`src/include/ocs_pkg.sv`:
```
// Constants and carrier types of the oscillator clock source switch.
// Assumes a 250 MHz system clock; every clock is a sampled level.
`default_nettype none

package ocs_pkg;

    // Source select codes
    localparam logic [1:0] SRC_INT  = 2'h0;
    localparam logic [1:0] SRC_EXT  = 2'h1;
    localparam logic [1:0] SRC_RC   = 2'h2;
    localparam logic [1:0] SRC_XTAL = 2'h3;

    // Internal frequency codes
    localparam logic [1:0] IFS_4M   = 2'h0;
    localparam logic [1:0] IFS_8M   = 2'h1;
    localparam logic [1:0] IFS_12M8 = 2'h2;
    localparam logic [1:0] IFS_RSVD = 2'h3;

    // Crystal range codes, one amplifier each
    localparam logic [1:0] XR_8M_32M    = 2'h0;
    localparam logic [1:0] XR_1M_8M     = 2'h1;
    localparam logic [1:0] XR_32K_100K  = 2'h2;
    localparam int         XR_AMPS      = 3;

    // Timing
    localparam int CLK_PERIOD_NS = 4;
    localparam int CLK_KHZ       = 1000000 / CLK_PERIOD_NS;
    localparam int F_4M_KHZ      = 4000;
    localparam int F_8M_KHZ      = 8000;
    localparam int F_12M8_KHZ    = 12800;
    localparam int NCO_W         = 32;
    localparam logic [31:0] INC_4M   =
        32'((64'(F_4M_KHZ) << NCO_W) / CLK_KHZ);
    localparam logic [31:0] INC_8M   =
        32'((64'(F_8M_KHZ) << NCO_W) / CLK_KHZ);
    localparam logic [31:0] INC_12M8 =
        32'((64'(F_12M8_KHZ) << NCO_W) / CLK_KHZ);

    // Trim: one step is about 0.2 percent of the period
    localparam int         TRIM_SHIFT  = 9;
    localparam logic [8:0] TRIM_CENTRE = 9'h080;

    // External rising edges seen before handover
    localparam logic [1:0] EXT_EDGES = 2'h2;

    typedef struct packed {
        logic [1:0] source_select;
        logic [1:0] crystal_range_select;
        logic [1:0] internal_frequency_select;
        logic [7:0] internal_trim_value;
        logic       external_clock_request;
        logic       secondary_pin_clock_out_enable;
    } ocs_cfg_t;

    typedef struct packed {
        logic external_clock_engaged;
        logic internal_osc_running;
        logic clock_out_enable_effective;
    } ocs_stat_t;

    // Reset values
    localparam ocs_cfg_t CFG_RST = '{
        source_select:                  SRC_INT,
        crystal_range_select:           XR_8M_32M,
        internal_frequency_select:      IFS_12M8,
        internal_trim_value:            8'h80,
        external_clock_request:         1'b0,
        secondary_pin_clock_out_enable: 1'b0
    };
    localparam logic [31:0] INC_RST = INC_12M8;

endpackage

`default_nettype wire

```
`src/ocs_clock_divider.sv`:
```
// Divides the times-four clock level into times-two and bus clock levels.
// Assumes the times-four level is registered in the clk_in domain.
`timescale 1ns/1ps
`default_nettype none

module ocs_clock_divider
(
    input  wire logic clk_in,
    input  wire logic sys_rst_in,
    input  wire logic ce_in,
    input  wire logic times_four_in,
    output logic      times_two_out,
    output logic      bus_clock_out
);

    logic four_prev_q;
    logic two_prev_q;
    logic four_rise;
    logic two_rise;

    assign four_rise = times_four_in & ~four_prev_q;
    assign two_rise  = times_two_out & ~two_prev_q;

    always_ff @(posedge clk_in or posedge sys_rst_in)
    begin
        if (sys_rst_in)
        begin
            four_prev_q   <= 1'b0;
            two_prev_q    <= 1'b0;
            times_two_out <= 1'b0;
            bus_clock_out <= 1'b0;
        end
        else if (ce_in)
        begin
            four_prev_q <= times_four_in;
            two_prev_q  <= times_two_out;
            if (four_rise)
                times_two_out <= ~times_two_out;
            if (two_rise)
                bus_clock_out <= ~bus_clock_out;
        end
    end

    half_rate_a :
    assert property (@(posedge clk_in) disable iff (sys_rst_in)
        (ce_in && four_rise) |=> (times_two_out != $past(times_two_out)))
    else $error("times-two did not toggle on times-four rise");

    quarter_rate_a :
    assert property (@(posedge clk_in) disable iff (sys_rst_in)
        (ce_in && !four_rise && !two_rise) |=>
        $stable(times_two_out) && $stable(bus_clock_out))
    else $error("derived clock moved without a source edge");

endmodule

`default_nettype wire

```
`src/ocs_clock_switch.sv`:
```
// Clock source selection, internal oscillator model and handover logic.
// Assumes pins and source clock levels arrive synchronous to clk_in and
// the configuration word is held by a software register outside.
`timescale 1ns/1ps
`default_nettype none

// How it works
// Bus clock runs at one quarter of the selected source.
// Internal oscillator offers 12.8, 8 and 4 MHz; 12.8 after reset.
// Three crystal ranges, each with its own selectable amplifier.
// Times-four clock equals source; feeds system unit and watchdog.
// Times-two clock is half of times-four, sent to system unit.
// Stop-mode enable gates oscillators unless keep-in-stop is set.
// Trim adjusts period by +127..-128 steps; larger means slower.
// Software copies factory trim into trim value when wanted.
// Software sets select and range, waits, then sets request.
// Software should wait about 4096 crystal cycles first.
// External source enables primary pin input; crystal drives second.
// After request, wait two external rising edges, switch glitch-free.
// Engaged status rises first, internal oscillator stops after.
// Clearing select and request returns to internal frequency.
// External clock mode forces secondary clock-out enable clear.
// Crystal mode dedicates secondary pin; clock-out enable ignored.
// RC mode drives clock out on secondary pin when enabled.
// Internal mode drives times-four on secondary pin when enabled.
// The block raises no interrupt requests.
// Block keeps running and delivering clocks in wait mode.
// Select codes internal, external, RC, crystal; internal at reset.
// Frequency codes 4, 8, 12.8 MHz; 12.8 at reset; 11 reserved.
// Range codes select amplifier; code 11 reserved.
// Reset clears request; engaged is read-only external status.
// Returning: restart internal, clear engaged, then release external.
module ocs_clock_switch
(
    input  wire logic              clk_in,
    input  wire logic              sys_rst_in,
    input  wire logic              ce_in,
    input  wire ocs_pkg::ocs_cfg_t cfg_in,
    input  wire logic              stop_oscillator_enable_in,
    input  wire logic              keep_oscillator_in_stop_in,
    input  wire logic              primary_oscillator_pin_in,
    input  wire logic              crystal_clock_in,
    input  wire logic              resistor_capacitor_clock_in,
    output ocs_pkg::ocs_stat_t     status_out,
    output logic                   bus_clock_times_four_out,
    output logic                   bus_clock_times_two_out,
    output logic                   bus_clock_out,
    output logic                   primary_pin_clock_input_en_out,
    output logic [2:0]             crystal_amp_enable_out,
    output logic                   rc_osc_enable_out,
    output logic                   secondary_oscillator_pin_out,
    output logic                   secondary_oscillator_pin_oe_out
);

    typedef enum logic [4:0] {
        ST_INT   = 5'b00001,
        ST_COUNT = 5'b00010,
        ST_HAND  = 5'b00100,
        ST_EXT   = 5'b01000,
        ST_BACK  = 5'b10000
    } ocs_state_t;

    ocs_pkg::ocs_cfg_t cfg_q;
    ocs_state_t        state_q;
    logic [31:0]       inc_q;
    logic [31:0]       inc_d;
    logic [31:0]       base_inc;
    logic [31:0]       acc_q;
    logic signed [8:0] trim_step;
    logic signed [41:0] trim_prod;
    logic              osc_allowed;
    logic              int_run;
    logic              int_lvl;
    logic              ext_raw;
    logic              ext_lvl_q;
    logic              ext_prev_q;
    logic              ext_rise;
    logic [1:0]        edge_cnt_q;
    logic              sel_ext_q;
    logic              engaged_q;
    logic              int_stop_q;
    logic              want_ext;
    logic              want_int;
    logic              both_low;
    logic              clk_out_en;

    // Config word with documented reset values
    always_ff @(posedge clk_in or posedge sys_rst_in)
    begin
        if (sys_rst_in)
            cfg_q <= ocs_pkg::CFG_RST;
        else if (ce_in)
            cfg_q <= cfg_in;
    end
    assign osc_allowed = stop_oscillator_enable_in
                       | keep_oscillator_in_stop_in;
    assign want_ext = cfg_q.external_clock_request
                    & (cfg_q.source_select != ocs_pkg::SRC_INT);
    assign want_int = ~cfg_q.external_clock_request
                    & (cfg_q.source_select == ocs_pkg::SRC_INT);
    // Internal oscillator: phase accumulator with trim
    always_comb
    begin
        unique case (cfg_q.internal_frequency_select)
            ocs_pkg::IFS_4M:   base_inc = ocs_pkg::INC_4M;
            ocs_pkg::IFS_8M:   base_inc = ocs_pkg::INC_8M;
            ocs_pkg::IFS_12M8: base_inc = ocs_pkg::INC_12M8;
            ocs_pkg::IFS_RSVD: base_inc = inc_q;
        endcase
    end

    assign trim_step = $signed({1'b0, cfg_q.internal_trim_value})
                     - $signed(ocs_pkg::TRIM_CENTRE);
    assign trim_prod = $signed({1'b0, base_inc >> ocs_pkg::TRIM_SHIFT})
                     * trim_step;
    assign inc_d     = base_inc - trim_prod[31:0];
    always_ff @(posedge clk_in or posedge sys_rst_in)
    begin
        if (sys_rst_in)
            inc_q <= ocs_pkg::INC_RST;
        else if (ce_in && cfg_q.internal_frequency_select != ocs_pkg::IFS_RSVD)
            inc_q <= inc_d;
    end
    assign int_run = ~int_stop_q & osc_allowed;
    assign int_lvl = acc_q[31];
    always_ff @(posedge clk_in or posedge sys_rst_in)
    begin
        if (sys_rst_in)
            acc_q <= 32'h00000000;
        else if (ce_in)
            acc_q <= int_run ? acc_q + inc_q : 32'h00000000;
    end
    // External source level and its rising edges
    always_comb
    begin
        unique case (cfg_q.source_select)
            ocs_pkg::SRC_INT:  ext_raw = 1'b0;
            ocs_pkg::SRC_EXT:  ext_raw = primary_oscillator_pin_in;
            ocs_pkg::SRC_RC:   ext_raw = resistor_capacitor_clock_in
                                       & osc_allowed;
            ocs_pkg::SRC_XTAL: ext_raw = crystal_clock_in & osc_allowed;
        endcase
    end
    always_ff @(posedge clk_in or posedge sys_rst_in)
    begin
        if (sys_rst_in)
        begin
            ext_lvl_q  <= 1'b0;
            ext_prev_q <= 1'b0;
        end
        else if (ce_in)
        begin
            ext_lvl_q  <= ext_raw;
            ext_prev_q <= ext_lvl_q;
        end
    end
    assign ext_rise = ext_lvl_q & ~ext_prev_q;
    assign both_low = ~int_lvl & ~ext_lvl_q;
    // Handover sequencer
    always_ff @(posedge clk_in or posedge sys_rst_in)
    begin
        if (sys_rst_in)
        begin
            state_q    <= ST_INT;
            edge_cnt_q <= 2'h0;
            sel_ext_q  <= 1'b0;
            engaged_q  <= 1'b0;
            int_stop_q <= 1'b0;
        end
        else if (ce_in)
        begin
            unique case (state_q)
                ST_INT:
                begin
                    edge_cnt_q <= 2'h0;
                    if (want_ext)
                        state_q <= ST_COUNT;
                end
                ST_COUNT:
                begin
                    if (!want_ext)
                        state_q <= ST_INT;
                    else if (edge_cnt_q == ocs_pkg::EXT_EDGES)
                        state_q <= ST_HAND;
                    else if (ext_rise)
                        edge_cnt_q <= edge_cnt_q + 2'h1;
                end
                ST_HAND:
                begin
                    if (!want_ext)
                        state_q <= ST_INT;
                    else if (both_low)
                    begin
                        sel_ext_q <= 1'b1;
                        engaged_q <= 1'b1;
                        state_q   <= ST_EXT;
                    end
                end
                ST_EXT:
                begin
                    if (want_int)
                    begin
                        int_stop_q <= 1'b0;
                        engaged_q  <= 1'b0;
                        state_q    <= ST_BACK;
                    end
                    else
                        int_stop_q <= 1'b1;
                end
                ST_BACK:
                begin
                    if (both_low)
                    begin
                        sel_ext_q <= 1'b0;
                        state_q   <= ST_INT;
                    end
                end
            endcase
        end
    end
    // Times-four is the selected source level
    always_ff @(posedge clk_in or posedge sys_rst_in)
    begin
        if (sys_rst_in)
            bus_clock_times_four_out <= 1'b0;
        else if (ce_in)
            bus_clock_times_four_out <= sel_ext_q ? ext_lvl_q
                                                  : int_lvl;
    end

    ocs_clock_divider u_div
    (
        .clk_in        (clk_in),
        .sys_rst_in    (sys_rst_in),
        .ce_in         (ce_in),
        .times_four_in (bus_clock_times_four_out),
        .times_two_out (bus_clock_times_two_out),
        .bus_clock_out (bus_clock_out)
    );

    // Pin control
    assign clk_out_en = cfg_q.secondary_pin_clock_out_enable
                      & ((cfg_q.source_select == ocs_pkg::SRC_INT)
                      | (cfg_q.source_select == ocs_pkg::SRC_RC));

    assign primary_pin_clock_input_en_out =
        cfg_q.source_select != ocs_pkg::SRC_INT;
    assign rc_osc_enable_out =
        (cfg_q.source_select == ocs_pkg::SRC_RC) & osc_allowed;

    for (genvar i = 0; i < ocs_pkg::XR_AMPS; i++)
    begin : g_amp
        assign crystal_amp_enable_out[i] =
            (cfg_q.source_select == ocs_pkg::SRC_XTAL) & osc_allowed
            & (cfg_q.crystal_range_select == 2'(i));
    end

    always_ff @(posedge clk_in or posedge sys_rst_in)
    begin
        if (sys_rst_in)
        begin
            secondary_oscillator_pin_out    <= 1'b0;
            secondary_oscillator_pin_oe_out <= 1'b0;
        end
        else if (ce_in)
        begin
            if (cfg_q.source_select == ocs_pkg::SRC_XTAL)
            begin
                // Amplifier output inverts the primary pin
                secondary_oscillator_pin_out    <=
                    ~primary_oscillator_pin_in;
                secondary_oscillator_pin_oe_out <= osc_allowed;
            end
            else
            begin
                secondary_oscillator_pin_out    <=
                    clk_out_en & (sel_ext_q ? ext_lvl_q
                                            : int_lvl);
                secondary_oscillator_pin_oe_out <= clk_out_en;
            end
        end
    end

    // No interrupt output exists
    assign status_out.external_clock_engaged     = engaged_q;
    assign status_out.internal_osc_running       = int_run;
    assign status_out.clock_out_enable_effective = clk_out_en;

    engaged_first_a :
    assert property (@(posedge clk_in) disable iff (sys_rst_in)
        $rose(engaged_q) |-> !int_stop_q && sel_ext_q)
    else $error("internal oscillator stopped before engaged status");
    two_edges_a :
    assert property (@(posedge clk_in) disable iff (sys_rst_in)
        $rose(engaged_q) |-> $past(edge_cnt_q) == ocs_pkg::EXT_EDGES)
    else $error("engaged without two external rising edges");
    release_order_a :
    assert property (@(posedge clk_in) disable iff (sys_rst_in)
        $fell(engaged_q) |-> sel_ext_q && !int_stop_q)
    else $error("external released before engaged cleared");
    stop_gate_a :
    assert property (@(posedge clk_in) disable iff (sys_rst_in)
        !osc_allowed |-> !int_run && !rc_osc_enable_out
                         && crystal_amp_enable_out == 3'h0)
    else $error("oscillator running in stop without override");
    ext_out_clear_a :
    assert property (@(posedge clk_in) disable iff (sys_rst_in)
        (ce_in && cfg_q.source_select == ocs_pkg::SRC_EXT) |=>
        !secondary_oscillator_pin_oe_out)
    else $error("secondary pin driven in external clock mode");
    xtal_pin_a :
    assert property (@(posedge clk_in) disable iff (sys_rst_in)
        (ce_in && osc_allowed
         && cfg_q.source_select == ocs_pkg::SRC_XTAL) |=>
        secondary_oscillator_pin_oe_out
        && secondary_oscillator_pin_out
           == !$past(primary_oscillator_pin_in))
    else $error("crystal amplifier output not inverting primary pin");
    clk_out_a :
    assert property (@(posedge clk_in) disable iff (sys_rst_in)
        (ce_in && cfg_q.source_select == ocs_pkg::SRC_INT
         && cfg_q.secondary_pin_clock_out_enable && !sel_ext_q) |=>
        secondary_oscillator_pin_oe_out
        && secondary_oscillator_pin_out == bus_clock_times_four_out)
    else $error("times-four not routed to secondary pin");
    primary_in_a :
    assert property (@(posedge clk_in) disable iff (sys_rst_in)
        primary_pin_clock_input_en_out
        == (cfg_q.source_select != ocs_pkg::SRC_INT))
    else $error("primary pin input enable wrong");
    int_engaged_a :
    assert property (@(posedge clk_in) disable iff (sys_rst_in)
        (state_q == ST_INT || state_q == ST_COUNT) |-> !engaged_q)
    else $error("engaged set while internal source in use");

endmodule

`default_nettype wire

```
`config.mk`:
```
export PLATFORM = sky130hd
export DESIGN_NAME = ocs_clock_switch
export DESIGN_NICKNAME = d
export VERILOG_FILES = /design/src/include/ocs_pkg.sv /design/src/ocs_clock_divider.sv /design/src/ocs_clock_switch.sv
export SDC_FILE = /design/constraint.sdc
export NUM_CORES = 1
export LEC_CHECK = 0
export BUFFER_PORTS_ARGS = -buffer_cell sky130_fd_sc_hd__buf_4
export CAP_MARGIN = 20
export CORE_ASPECT_RATIO = 0.8
export CORE_MARGIN = 4
export CORE_UTILIZATION = 60
export CTS_CLUSTER_SIZE = 20
export DETAILED_ROUTE_END_ITERATION = 7
export GPL_ROUTABILITY_DRIVEN = 0
export MAX_ROUTING_LAYER = met4
export PLACE_DENSITY = 0.82
export RECOVER_POWER = 50
export SYNTH_ARGS = -nofsm -noshare
export SYNTH_HDL_FRONTEND = slang
export SYNTH_SLANG_ARGS = --single-unit
export TNS_END_PERCENT = 20
```
`constraint.sdc`:
```
create_clock -name clk_in -period 16.9 [get_ports clk_in]
set_input_delay 2.535 -clock clk_in [delete_from_list [all_inputs] [get_ports clk_in]]
set_output_delay 2.535 -clock clk_in [all_outputs]
set_load 0.1 [all_outputs]
```
==> results.md <==
* Status: finished with violations
* Failing checks: max-capacitance violations, max-slew violations
* Pre-CTS setup slack at 10.05 ns
* CTS buffer count at 9
* Worst min path class: reg -> reg
* Worst r2r src: cfg_q[10]
* Placed wire-length estimate at 24400 um
* Gr ovfl total at 0
* Final cycle utilization of the critical path at 44.2%
* Die width at 176 um
* Top layer in use: met4
* Hold path cells at 1
* Synthesized net count at 1873
* Avg WL per Cell at 17.3 um
* Worst Setup SP: ce_in
* Yosys cell types at 66
* Final wirelength at 32000 um
* Hold_buf cts at 0
* Primary FF master, synth: dfrtp_1
* CP Class: in -> reg
* Detail Route Antenna Nets at 0
* # rows at 48
* Synthesis-stage register bit count at 99
* RSZ-0062 raised after global routing: false
* Clock root cell: clkbuf_16
* RR Endpoint: inc_q[28]
* Post-synthesis sequential area ratio at 18.4%
* Peak Freq at 134 MHz
* Bufs on Longest Clock Path at 2
* Die height at 143 um
* Ys Warns at 0
* Final Max Tran Viols at 167
* CTS tree: done
* Largest net degree at the start of global routing at 67
* Post-route minimum period at 7.47 ns
* CP required at between 15 and 20 ns
* Total Routing Usage GR at 27.8%
* Clock slew at reported path FFs at 0.07 ns
* Vias in the first global route at 11274
* Antenna Cells at 0
* # port buffers at 36
* Syn_area_per_cell at 8.75 um2
* Initial antenna violation count at 0
* Worst Path Max Fanout at 64
* DRT met1 WL at ~14000 um
* Core area at 21900 um2
* Synth Instances at 1555
* R2r setup slk at between 9 and 10 ns
* Setup Buffers After CTS at 0
* H-tree levels at 3
* WP data arrival at 7.69 ns
* Design Area, Final at 14300 um2
* Most common cell after layout, fill and taps aside: inv_1
* Final worst slack at 9.43 ns
* Hold Path End: secondary_oscillator_pin_out
* Share of post-route cells with drive strength above 1 at 6.80%
* Post-synth EDFFs at 0
* Final setup viols at 0
* Met3 routed WL at 1910 um
* Die Area at 25200 um2
* Fin. Hold Viols at 0
* Global-route wire length before repair at 54600 um
* Critical path endpoint category: register
* 1st-iter DRT viols at between 800 and 900
* Max cap viols at 3
* Area Overhead vs Synth at 4.95%
* Worst r2r path cells at 23
* HP Start: secondary_oscillator_pin_out
* Setup_tns at 0 ns
* DRT Pass-1 Iters at 5
* Fin Hold WS at around 0.48 ns
* Via density at around 5.7
* Metal2 WL at 15500 um
* Clk_lat worst skew at 0.36 ns
* Area after DPL at 14000 um2
* Setup crit start kind: primary input
* Cts repair resizes at 0
* Fin nets at 1858
* Mapped Area at 13600 um2
* Asr flop ratio synth at 100%
* Vias at approximately 11000
* Sink Count at 99
* Slew Limit Headroom at -146%
* Actual slew at the worst max-slew pin at ~3.7 ns
* Worst Clk Skew at 0.00937 ns
* Post-route DRC at 0
* # IOs at 37
* Starting density of the core at approximately 62%
* Most frequent cells in the layout: inv_1, fa_1, nand2_1
how the worst max path moves through the flow:
stage | endpoint | slack, ns
5_1_grt | acc_q[7] | 9.10
3_5_place_dp | inc_q[28] | 10.05
6_report | acc_q[21] | 9.43
3_3_place_gp | inc_q[28] | 10.42
2_1_floorplan | crystal_amp_enable_out[1] | 9.24
4_1_cts | inc_q[28] | 9.98
worst max-delay path: stages:
cell      delay (ns)
clkbuf_1        0.64
clkbuf_1        2.36
nand2_1         1.55
o32ai_1         0.58
synth_stat cells (6+ instances only):
library cell / number / share of area [%]
and2_1: 101 / 4.6
a21o_1: 23 / 1.3
dfstp_2: 19 / 3.7
and3_1: 22 / 1.0
ha_1: 116 / 11
o21ai_1: 11 / 0.40
nand2b_1: 17 / 0.78
or2_2: 6 / 0.28
buf_1: 6 / 0.17
o21bai_1: 8 / 0.44
nor3_1: 12 / 0.44
a211oi_1: 11 / 0.61
clkbuf_1: 59 / 1.6
fa_1: 178 / 26
nor2b_1: 18 / 0.83
nor2_1: 82 / 2.3
o22ai_1: 19 / 0.87
mux2_2: 19 / 1.6
o21ai_0: 68 / 2.5
a21oi_1: 61 / 2.2
xnor2_1: 28 / 1.8
a31oi_1: 10 / 0.46
nand3_1: 28 / 1.0
o21a_1: 16 / 0.88
xor2_1: 32 / 2.1
inv_1: 294 / 8.1
dfrtp_1: 80 / 15
nand2_1: 143 / 3.9
final cells by class:
cell class              count  area (um2)
multi-input cells        1093        9710
fillers                  1780        7640
flip-flops and latches     99        2500
inverters                 294        1100
well taps                 300         375
repair buffers             43         297
clock buffers              13         270
clock inverters             3        21.3
registers in the layout (all words and copies together) (netlist names), 2 cells and up:
name        count
acc_q          32
inc_q          32
state_q         5
edge_cnt_q      2
cfg_q          16
through the flow:
| step | utilization [%] | cells |
|---|---|---|
| floorplan | - | 1555 |
| global placement | 64.0 | 1829 |
| detailed placement | 64.0 | 1829 |
| CTS | 65.4 | 1845 |
| global route | 65.1 | 1845 |
| finish | 65.1 | 1845 |
cell families (layout without fill, tap and decap cells):
kind of cell             count (synthesis)  in the layout  share of synthesized area, %
AND/OR/NAND/NOR                        449            449                          16.3
buffers and inverters                  363            353                          10.1
adder cells (fa/ha/maj)                294            294                          36.9
AO/OA/AOI/OAI                          269            269                          12.8
flip-flops                              99             99                          18.4
XOR/XNOR                                60             60                          3.86
multiplexers                            21             21                          1.72
per-layer routing:
layer / global-route usage, % / up-vias
met2: 45.4 / 314
met3: 4.82 / 88
li1: - / 4926
met1: 35.9 / 5238
met5: - / -
met4: 8.67 / 0
Power is not shown: default switching activity piles up to over one toggle a cycle in this logic, so the estimate is an artifact.
